$ cat src/pkg/tcoe_pkg.sv
// Contract
// - Group output-enable bit at 0 forces every transmit channel of that group high-impedance; the code still drives them while control bit 12 is 1.
// - With group enabled, a channel whose mode field is 1-1-1 is high-impedance; the code still drives it while control bit 12 is 1.
// - Drive-enable pin low and standby bit 0 put all transmit drivers high-impedance; the code still drives every transmit pin while control bit 12 is 1.
// - Drive-enable pin or standby bit 1 lets drivers run, subject to group and channel gating.
// - Control bit 15 at 1 resets the device like the reset pin; software clears it.
// - Control bit 14 at 1 routes each receive stream straight to its transmit stream.
// - Control bit 13 sets indication polarity: 1 means high is active, 0 inverts.
// - Indication operation is chosen per group by the rate select registers.
// - Control bit 12 at 1 turns every transmit pin into an indication output.
// - Control bit 11 high holds the pseudo-random transmitter at its initial state.
// - A rising edge of control bit 10 clears the error count register.
// - A rising edge of control bit 9 starts the bit error test.
// - Control bit 8 at 1 fills the whole map, ignoring start and end addresses.
// - Fill pattern in bits 7-5 goes into mode bits of each targeted high word.
// - Rising edge of bit 4 begins a fill; device clears the bit when finished.
// - Software writing 0 to the fill-begin bit while it is 1 aborts the fill.
// - Control bit 3 at 1 zeroes low word bits 14-0 during a fill.
// - Bits 1-0 select processor memory: low, high, data memory, or reserved.
// - During soft reset reads work, only the soft reset bit is writable, held 20ns.
`default_nettype none
package tcoe_pkg;

  // ----------------------------------------
  // Geometry
  // ----------------------------------------
  localparam int STREAMS = 64;
  localparam int GROUPS = 8;
  localparam int GROUP_STREAMS = 8;

  // ----------------------------------------
  // Control word layout and decode
  // ----------------------------------------
  typedef struct packed {
    logic softReset;
    logic passthrough;
    logic polarity;
    logic allPinsInd;
    logic prbsInit;
    logic errClear;
    logic errStart;
    logic wholeFill;
    logic [2:0] fillPattern;
    logic fillBegin;
    logic clearLow;
    logic standby;
    logic [1:0] memSelect;
  } tcoe_ctrl_t;

  localparam logic [15:0] CTRL_RESET = 16'h0000;
  localparam logic [15:0] CTRL_ADDR = 16'h0000;
  localparam logic [15:0] CTRL_ADDR_MASK = 16'hFE00;
  localparam logic [15:0] SOFT_RESET_MASK = 16'h8000;

  // ----------------------------------------
  // Encodings
  // ----------------------------------------
  localparam logic [2:0] MODE_HIZ = 3'h7;
  localparam logic [1:0] MSEL_CM_LOW = 2'h0;
  localparam logic [1:0] MSEL_CM_HIGH = 2'h1;
  localparam logic [1:0] MSEL_DATA = 2'h2;
  localparam logic [1:0] MSEL_RESERVED = 2'h3;

  // ----------------------------------------
  // Timing
  // ----------------------------------------
  localparam int CLK_PERIOD_PS = 25000;
  localparam int SOFT_RESET_MIN_NS = 20;
  localparam int SOFT_RESET_MIN_CYC_RAW = (SOFT_RESET_MIN_NS * 1000 + CLK_PERIOD_PS - 1) / CLK_PERIOD_PS;
  localparam logic [3:0] SOFT_RESET_MIN_CYC = (SOFT_RESET_MIN_CYC_RAW < 1) ? 4'h1 : 4'(SOFT_RESET_MIN_CYC_RAW);

endpackage
`default_nettype wire

$ cat src/rtl/tcoe_group_gate.sv
`timescale 1ns/10ps
`default_nettype none
module tcoe_group_gate (
  // Clock and reset
  input wire logic mclk,
  input wire logic rst,
  // Control
  input wire logic groupEnable,
  input wire logic groupIndMode,
  input wire logic drivePin,
  input wire logic standby,
  input wire logic polarity,
  input wire logic allPinsInd,
  input wire logic passthrough,
  input wire logic [3*tcoe_pkg::GROUP_STREAMS-1:0] chanMode,
  // Stream data
  input wire logic [tcoe_pkg::GROUP_STREAMS-1:0] rxData,
  input wire logic [tcoe_pkg::GROUP_STREAMS-1:0] swData,
  // Pins
  output logic [tcoe_pkg::GROUP_STREAMS-1:0] txData,
  output logic [tcoe_pkg::GROUP_STREAMS-1:0] txOeN,
  output logic [tcoe_pkg::GROUP_STREAMS-1:0] indPin,
  output logic [tcoe_pkg::GROUP_STREAMS-1:0] indOeN
);
  import tcoe_pkg::*;

  logic [GROUP_STREAMS-1:0] txData_d, txOeN_d, indPin_d, indOeN_d;
  logic [GROUP_STREAMS-1:0] txData_q, txOeN_q, indPin_q, indOeN_q;
  logic active;
  logic drvOn;

  // ----------------------------------------
  // Per-stream gating
  // ----------------------------------------
  always_comb begin
    drvOn = drivePin | standby;
    for (int i = 0; i < GROUP_STREAMS; i++) begin
      active = groupEnable & (chanMode[3*i +: 3] != MODE_HIZ) & drvOn;
      indPin_d[i] = polarity ? active : ~active;
      indOeN_d[i] = ~(groupIndMode | allPinsInd);
      if (allPinsInd) begin
        txData_d[i] = indPin_d[i];
        txOeN_d[i] = 1'b0;
      end else begin
        txData_d[i] = passthrough ? rxData[i] : swData[i];
        txOeN_d[i] = ~active;
      end
    end
  end

  // Output registers, high-impedance under reset
  always_ff @(posedge mclk) begin
    if (rst) begin
      txData_q <= '0;
      txOeN_q <= '1;
      indPin_q <= '0;
      indOeN_q <= '1;
    end else begin
      txData_q <= txData_d;
      txOeN_q <= txOeN_d;
      indPin_q <= indPin_d;
      indOeN_q <= indOeN_d;
    end
  end

  assign txData = txData_q;
  assign txOeN = txOeN_q;
  assign indPin = indPin_q;
  assign indOeN = indOeN_q;

endmodule
`default_nettype wire

$ cat src/rtl/tcoe_top.sv
`timescale 1ns/10ps
`default_nettype none
module tcoe_top (
  // Clock and reset
  input wire logic mclk,
  input wire logic rst,
  // Processor port
  input wire logic [15:0] procAddr,
  input wire logic procWrEn,
  input wire logic procRdEn,
  input wire logic [15:0] procWrData,
  output logic [15:0] procRdData,
  output logic procRdValid,
  // Output gating inputs
  input wire logic outputDriveEnablePin,
  input wire logic [tcoe_pkg::GROUPS-1:0] groupOutputEnable,
  input wire logic [tcoe_pkg::GROUPS-1:0] groupIndicationMode,
  input wire logic [3*tcoe_pkg::STREAMS-1:0] channelMode,
  // Stream data
  input wire logic [tcoe_pkg::STREAMS-1:0] rxData,
  input wire logic [tcoe_pkg::STREAMS-1:0] switchedData,
  // Transmit and indication pins
  output logic [tcoe_pkg::STREAMS-1:0] txData,
  output logic [tcoe_pkg::STREAMS-1:0] txOeN,
  output logic [tcoe_pkg::STREAMS-1:0] indPin,
  output logic [tcoe_pkg::STREAMS-1:0] indOeN,
  // Fill engine
  input wire logic fillDone,
  output logic fillStart,
  output logic fillAbort,
  output logic wholeMapFill,
  output logic [2:0] fillPattern,
  output logic clearLowWordOnFill,
  // Error test and other controls
  output logic errorCountClear,
  output logic errorTestStart,
  output logic prbsGeneratorInit,
  output logic [1:0] memorySelect,
  output logic deviceReset
);
  import tcoe_pkg::*;

  tcoe_ctrl_t ctrl_d, ctrl_q;
  logic fillStart_d, fillStart_q, fillAbort_d, fillAbort_q;
  logic errClr_d, errClr_q, errStart_d, errStart_q;
  logic [3:0] hold_d, hold_q;
  logic [15:0] rdData_d, rdData_q;
  logic rdValid_d, rdValid_q;
  logic ctrlSel, ctrlWr;
  tcoe_ctrl_t wrWord;

  // ----------------------------------------
  // Address decode
  // ----------------------------------------
  always_comb begin
    if ((procAddr & CTRL_ADDR_MASK) == CTRL_ADDR) begin
      ctrlSel = 1'b1;
    end else begin
      ctrlSel = 1'b0;
    end
    ctrlWr = procWrEn & ctrlSel;
    wrWord = tcoe_ctrl_t'(procWrData);
  end

  // ----------------------------------------
  // Control word update
  // ----------------------------------------
  always_comb begin
    ctrl_d = ctrl_q;
    fillStart_d = 1'b0;
    fillAbort_d = 1'b0;
    errClr_d = 1'b0;
    errStart_d = 1'b0;
    if (ctrlWr && ctrl_q.softReset) begin
      ctrl_d = tcoe_ctrl_t'(CTRL_RESET);
      ctrl_d.softReset = wrWord.softReset;
    end else if (ctrlWr) begin
      ctrl_d = wrWord;
      fillStart_d = wrWord.fillBegin & ~ctrl_q.fillBegin;
      fillAbort_d = ~wrWord.fillBegin & ctrl_q.fillBegin;
      errClr_d = wrWord.errClear & ~ctrl_q.errClear;
      errStart_d = wrWord.errStart & ~ctrl_q.errStart;
    end else if (fillDone && ctrl_q.fillBegin) begin
      ctrl_d.fillBegin = 1'b0;
      ctrl_d.fillPattern = 3'h0;
    end
  end

  // Control word registers
  always_ff @(posedge mclk) begin
    if (rst) begin
      ctrl_q <= tcoe_ctrl_t'(CTRL_RESET);
      fillStart_q <= 1'b0;
      fillAbort_q <= 1'b0;
      errClr_q <= 1'b0;
      errStart_q <= 1'b0;
    end else begin
      ctrl_q <= ctrl_d;
      fillStart_q <= fillStart_d;
      fillAbort_q <= fillAbort_d;
      errClr_q <= errClr_d;
      errStart_q <= errStart_d;
    end
  end

  // ----------------------------------------
  // Soft reset stretch and readback
  // ----------------------------------------
  always_comb begin
    hold_d = hold_q;
    if (ctrl_q.softReset) begin
      hold_d = SOFT_RESET_MIN_CYC;
    end else if (hold_q != 4'h0) begin
      hold_d = hold_q - 4'h1;
    end
    rdValid_d = procRdEn;
    rdData_d = 16'h0000;
    if (procRdEn && ctrlSel) begin
      rdData_d = 16'(ctrl_q);
    end
  end

  // Stretch counter and read data registers
  always_ff @(posedge mclk) begin
    if (rst) begin
      hold_q <= 4'h0;
      rdData_q <= 16'h0000;
      rdValid_q <= 1'b0;
    end else begin
      hold_q <= hold_d;
      rdData_q <= rdData_d;
      rdValid_q <= rdValid_d;
    end
  end

  assign deviceReset = rst | ctrl_q.softReset | (hold_q != 4'h0);
  assign procRdData = rdData_q;
  assign procRdValid = rdValid_q;

  // ----------------------------------------
  // Control outputs
  // ----------------------------------------
  assign fillStart = fillStart_q;
  assign fillAbort = fillAbort_q;
  assign wholeMapFill = ctrl_q.wholeFill;
  assign fillPattern = ctrl_q.fillPattern;
  assign clearLowWordOnFill = ctrl_q.clearLow;
  assign errorCountClear = errClr_q;
  assign errorTestStart = errStart_q;
  assign prbsGeneratorInit = ctrl_q.prbsInit;
  assign memorySelect = ctrl_q.memSelect;

  // ----------------------------------------
  // Per-group output gating
  // ----------------------------------------
  for (genvar g = 0; g < GROUPS; g++) begin : gGroup
    tcoe_group_gate uGate (
      .mclk(mclk),
      .rst(deviceReset),
      .groupEnable(groupOutputEnable[g]),
      .groupIndMode(groupIndicationMode[g]),
      .drivePin(outputDriveEnablePin),
      .standby(ctrl_q.standby),
      .polarity(ctrl_q.polarity),
      .allPinsInd(ctrl_q.allPinsInd),
      .passthrough(ctrl_q.passthrough),
      .chanMode(channelMode[3*GROUP_STREAMS*g +: 3*GROUP_STREAMS]),
      .rxData(rxData[GROUP_STREAMS*g +: GROUP_STREAMS]),
      .swData(switchedData[GROUP_STREAMS*g +: GROUP_STREAMS]),
      .txData(txData[GROUP_STREAMS*g +: GROUP_STREAMS]),
      .txOeN(txOeN[GROUP_STREAMS*g +: GROUP_STREAMS]),
      .indPin(indPin[GROUP_STREAMS*g +: GROUP_STREAMS]),
      .indOeN(indOeN[GROUP_STREAMS*g +: GROUP_STREAMS])
    );
  end
endmodule
`default_nettype wire

$ cat config.mk
export PLATFORM = sky130hd
export DESIGN_NAME = tcoe_top
export DESIGN_NICKNAME = d
export VERILOG_FILES = /design/src/pkg/tcoe_pkg.sv /design/src/rtl/tcoe_group_gate.sv /design/src/rtl/tcoe_top.sv
export SDC_FILE = /design/constraint.sdc
export NUM_CORES = 1
export LEC_CHECK = 0
export BUFFER_PORTS_ARGS = -buffer_cell sky130_fd_sc_hd__clkbuf_2
export CAP_MARGIN = 30
export CORE_AREA = 3 3 256 258
export DETAILED_ROUTE_END_ITERATION = 7
export DIE_AREA = 0 0 259 261
export GPL_TIMING_DRIVEN = 0
export SETUP_SLACK_MARGIN = 0.02
export SLEW_MARGIN = 40
export SYNTH_ARGS = -nofsm -noshare
export SYNTH_HDL_FRONTEND = slang
export SYNTH_SLANG_ARGS = --single-unit
$ cat constraint.sdc
create_clock -name mclk -period 1.7 [get_ports mclk]
set_clock_uncertainty 0.2 [all_clocks]
set_input_delay 0.255 -clock mclk [delete_from_list [all_inputs] [get_ports mclk]]
set_output_delay 0.255 -clock mclk [all_outputs]
set_load 0.01 [all_outputs]
After elaboration in Yosys (flattened, before gate mapping)
Index checks and enable logic that the tools add are counted. W data, S select, Z words.

Register bits after elaboration: 241. Latch bits: 0. Bits in writable memories: 0. ROM bits: 0. Output and inout port bits: 286. Memories: 0.

Add/sub/neg operators: 1. Multiply operators: 0. Div/mod/pow operators: 0. Order comparisons: 0. Eq/ne operators: 64. Shift operators: 0. Muxes and demuxes: 264. Bitwise logic cells: 222. Reductions and logical operators: 12.

Operators by type and width (count): $mux W1 (259); $ne A3 B3 Y1 const B (64); $and A1 B1 Y1 (133); $not A1 Y1 (78); $logic_not A16 Y1 (1); $mux W16 (1); $mux W4 (3); $or A1 B1 Y1 (11); $mux W8 (1); $reduce_bool A2 Y1 (3); $reduce_or A2 Y1 (3); $reduce_bool A4 Y1 (1); $sub A4 B1 Y4 const B (1); $logic_and A1 B1 Y1 (3); $reduce_or A3 Y1 (1).

Longest topological paths before layout
Word-level depth: 6. Depth in mapped cells: 9. Gate-level depth less buffers: 6.

By module
Synthesis repeated with hierarchy kept, for this count alone.

Cells, all modules: 1171. Area, all modules: 11025.6 sq um.

Modules (own cells, without submodules): tcoe_group_gate (instances 8, cells an instance 126, area an instance 1184.9 sq um, seq. area each 500.5 sq um); tcoe_top (instances 1, cells an instance 163, area an instance 1546.5 sq um, seq. area each 820.8 sq um).

Worst setup path after synthesis
Ideal clock, no wire load.

Kind: register to output. Start: register hold_q[0]. End: output deviceReset. Data arrival time: 1421 ps. Data required time: 1245 ps. Path slack: -176 ps. Cell stages (with the launch flop): 8. Cell sequence: dfxtp_1 -> inv_1 -> ha_1 -> nor3b_2 -> and2_1 -> buf_4 -> inv_2 -> clkbuf_1.

Cells in the longest elaborated chain, start to end: 2.

RTL lines: start: declaration (line tcoe_top.sv:46) `logic [3:0] hold_d, hold_q;`; start signal: assignment (line tcoe_top.sv:130) `hold_q <= hold_d;`; $reduce_bool A4 Y1 (line tcoe_top.sv:136) `assign deviceReset = rst | ctrl_q.softReset | (hold_q != 4'h0);`; $or A1 B1 Y1 (line tcoe_top.sv:136); end: declaration (line tcoe_top.sv:39) `output logic deviceReset`.

Every way passes these cells.

Worst setup path after layout
Start: register hold_q[1]. End: output deviceReset.

The elaborated chain is that of the path after synthesis.

==> results <==
- The max-slew violation count is 0.
- In the routed design, unresolved DRC markers number 0.
- The detail route stage leaves a number of antenna-violating nets equal to 0.
- The post-synthesis cell type count is 37.
- STA classifies the critical path endpoint as an output port.
- The ratio of total power to cell area is 1160 nW/um^2.
- The synthesis warning total is 0.
- The library cells used most frequently in the layout, excluding fill and tap cells, are 659 x sky130_fd_sc_hd__clkbuf_2, 388 x sky130_fd_sc_hd__dlygate4sd3_1, 223 x sky130_fd_sc_hd__dfxtp_1, 189 x sky130_fd_sc_hd__nor3_1, 83 x sky130_fd_sc_hd__buf_6.
- The pre-antenna-repair detailed-routing pass consisted of 5 iterations.
- The CTS tree is built.
- The post-detailed-route via-to-cell ratio is 4.62.
- The later-pin clock latency in the skew report is 0.58 ns.
- Setup total negative slack on the finished layout was measured at -49.66 ns.
- The worst setup path is launched from a flip-flop.
- The maximum fanout count along the critical path is 2.
- Setup repair after global routing could not meet its margin everywhere.
- The wire length on met3 is 5670 microns.
- Traced cell by cell, the critical path runs through inv_2 -> ha_4 -> nor3b_4 -> and2_4 -> inv_8 -> clkbuf_16 -> buf_8.
- The maximum root-to-sink buffer count is 3.
- The floorplan step defined a core boundary enclosing 63200 sq um.
- Synthesis produced a netlist whose cell count is 1305.
- Sequential elements use 43.3% of the synthesized area.
- The initial antenna violation count is 8.
- The half-perimeter wire length of the detailed placement result is 52700 microns.
- The highest signal layer in the routed design is met5.
- The delay of the slowest cell on the worst path is 0.32 ns.
- The flow ran to the end, but the final reports show violations.
- The synthesized netlist occupies a cell area of 11100 sq um.
- Counting I/O delays and the setup requirement, the final critical path takes 2.28 ns.
- The share of the synthesized area in the top cell type is 43.3%.
- The worst min-delay path class is input port to flip-flop.
- The length of routed met2 wiring is 37800 microns.
- Across all hold checks on the routed design, the worst slack comes to -0.00956 ns.
- The endpoint arrival time on the critical path is 1.82 ns.
- The highest ir drop seen on vdd is 0.000689 V.
- 660 I/O pins were placed.
- The critical path in this run is classified as flip-flop to output port.
- Input and output buffers added on the ports amount to 649.
- For this run the aggregate overflow at the end of global routing stands at 0.
- For the worst setup path, the data required time is 1.24 ns.
- The fill cell instance count of the final layout is 6128.
- For the pin with the worst max-slew slack, the measured transition is 0.695 ns.
- The die is 259 microns wide.
- The number of buffers created by CTS is 30.
- The total count of hold-check failures in the final report is 1.
- The die is 261 microns tall.
- The worst pin sits at a relative slew slack of 53.7%.
- The checks that failed: negative hold slack, negative setup slack.
- The count of cells along the worst register-to-register path is 11.
- The final-report setup violation count is 219.
- The multi-input combinational cells in the finished layout cover a total of 6140 sq um.
- The max-cap check violation count is 0.
- The worst hold path cell count is 4.
- Routability-driven placement finished with a final weighted congestion of 0.872.
- The total routing resource utilization after global routing is 21.7%.
- The total die area is 67600 sq um.
- Compared with the post-synthesis result, the final layout area differs by 110%.
- Across all setup checks in the final design, the least slack found is -0.578 ns.
- The leakage power total is 10.4 nW.
- The critical path crosses 7 cells after its start point.
- The detailed-route wire length on metal 1 is 31400 microns.
- The register area is 4880 sq um.
- In this run the mean area of a mapped cell was 8.53 sq um.
- After clock tree synthesis, the clock-pin slew on the worst setup and hold paths is 0.06 ns.
- The critical path contains buffers and inverters numbering 4 combined.
- The initialized floorplan defines 92 standard-cell rows.
- The largest net degree at the start of global routing is 15.
- Dividing the detail-routed wire length by the instance count gives 23.4 microns.
- The final standard cell utilization of the core is 37.1%.
- The post-synthesis net count is 1681.
- The depth of the CTS H-tree is 1.
- The fraction of layout instances using a drive strength above 1 is 45.7%.
- The kind of cell with the highest combined delay on the critical path is simple AND/OR/NAND/NOR gates.
- Derived from the worst setup path, the maximum achievable clock frequency is 439 MHz.
- The library cell used most frequently in the layout, excluding fill and tap cells, is sky130_fd_sc_hd__clkbuf_2.
- In the finished design, the share of the clock period the worst path needs comes to 134%.
- The flop and latch count out of synthesis is 241.
- The final wirelength is 78000 microns.
- The number of clock sinks is 241.
- For this block, the via count after detailed routing is 15400.
- Sorting the synthesized cells by area gives the leading types as sky130_fd_sc_hd__dfxtp_1 43%, sky130_fd_sc_hd__nor3_1 12%, sky130_fd_sc_hd__mux2_2 6.4%.
- Once the floorplan was initialized, standard cells occupied 17.6% of the core.
- The critical-path cell with the highest stage delay is sky130_fd_sc_hd__dfxtp_2.
- The net count of the finished layout is 2830.
- The most area-hungry cell type in the Yosys netlist is sky130_fd_sc_hd__dfxtp_1.
- The first routing iteration left 1004 violations.
- The tree is rooted in a sky130_fd_sc_hd__clkbuf_16.
- The via count of the first global-routing pass came to 15900.
- The first global-routing pass estimated 107000 microns of wire.
## synthesized netlist by cell type (all sizes together)
cell     count
nor3b        7
a21o         1
o211ai      63
nor4         2
a21boi      65
mux2        63
and3        65
nand2b      14
and2        17
nand2       21
o21ai       79
xnor2        1
o21a         8
inv          4
nor2b        4
a21oi       66
a211oi       1
ha           2
nand4        2
clkbuf      71
o31ai        1
nand3       65
a2111oi      1
buf        102
dfxtp      241
mux2i       16
nor2        66
nand3b       1
nor3       256
## report_power, final
part           internal, W  switching [W]  total, W
sequential         0.00690       0.000560   0.00746
combinational      0.00677        0.00593    0.0127
clock              0.00420        0.00272   0.00692
## kinds of logic (layout without fill, tap and decap cells)
family          count (synthesis)  count (layout)  synth area share (%)
simple gates                  520             520                  23.9
flops                         241             241                  43.3
xor+xnor                        1               1                0.0787
buf+inv                       177            1347                  8.72
mux                            79              79                  7.81
compound gates                285             285                  16.0
other cells                     0               6                     0
fa+ha+maj                       2               2                 0.225
## tightest hold or removal path, stage by stage
cell and delay [ns]:
sky130_fd_sc_hd__clkbuf_2 0.09, sky130_fd_sc_hd__and3_1 0.21, sky130_fd_sc_hd__nor2_1 0.09, sky130_fd_sc_hd__o21ai_0 0.07
## repair_timing
action	4_1_cts	5_1_grt
cloned	14	2
hold buffers	388	1
pin swaps	34	17
setup endpoints to repair	294	284
buffers inserted	59	13
gates resized for setup	459	97
hold endpoints to repair	206	1
## sequential cells by signal, summed over array words and instances (netlist names)
signal	flops
memorySelect	2
errorTestStart	1
procRdData	16
hold_q	4
prbsGeneratorInit	1
fillStart	1
gGroup.uGate.txOeN	64
gGroup.uGate.indPin	64
clearLowWordOnFill	1
fillAbort	1
ctrl_q	8
errorCountClear	1
gGroup.uGate.indOeN	8
wholeMapFill	1
fillPattern	3
procRdValid	1
gGroup.uGate.txData	64
## worst paths after layout
kind / startpoint / endpoint / slack [ns]
worst max-delay path: hold_q[1]$_SDFFE_PP0P_ / deviceReset / -0.58
worst max register to register: hold_q[1]$_SDFFE_PP0P_ / gGroup[2].uGate.txOeN[5]$_SDFF_PP1_ / -0.43
worst min register to register: ctrl_q[10]$_SDFFE_PP0N_ / errorCountClear$_SDFF_PP0_ / 0.24
worst min-delay path: channelMode[34] / gGroup[1].uGate.txOeN[3]$_SDFF_PP1_ / -0.01
## layer usage
metal / vias up / GRT usage (%)
li1: 6985 / -
met1: 7328 / 26.1
met2: 883 / 38.4
met3: 170 / 3.92
met4: 4 / 8.02
met5: - / 0
## stage by stage
stage	power [W]	setup WS, ns	hold WS (ns)	cells	area, sq um
global placement	0.0147	-1.69	0.235	2800	15500
finish	0.0271	-0.578	-0.00956	3327	23400
global route	0.0283	-0.667	0.00233	3322	23400
floorplan	0.0109	0.00399	0.131	1305	11200
detailed placement	0.0147	-1.34	0.233	2800	15500
CTS	0.0267	-0.681	0.00117	3311	23100
## cell type report
| cell class | instances | area share, % |
|---|---|---|
| clock buffer | 40 | 3.76 |
| buffer | 170 | 7.70 |
| inverter | 4 | 0.0962 |
| sequential | 241 | 20.8 |
| clock inverter | 13 | 0.759 |
| antenna | 6 | 0.0641 |
| multi-input combinational | 887 | 26.2 |
| timing repair buffer | 1120 | 36.0 |
| tap | 846 | 4.52 |
Power figures use the tool's default switching activity.
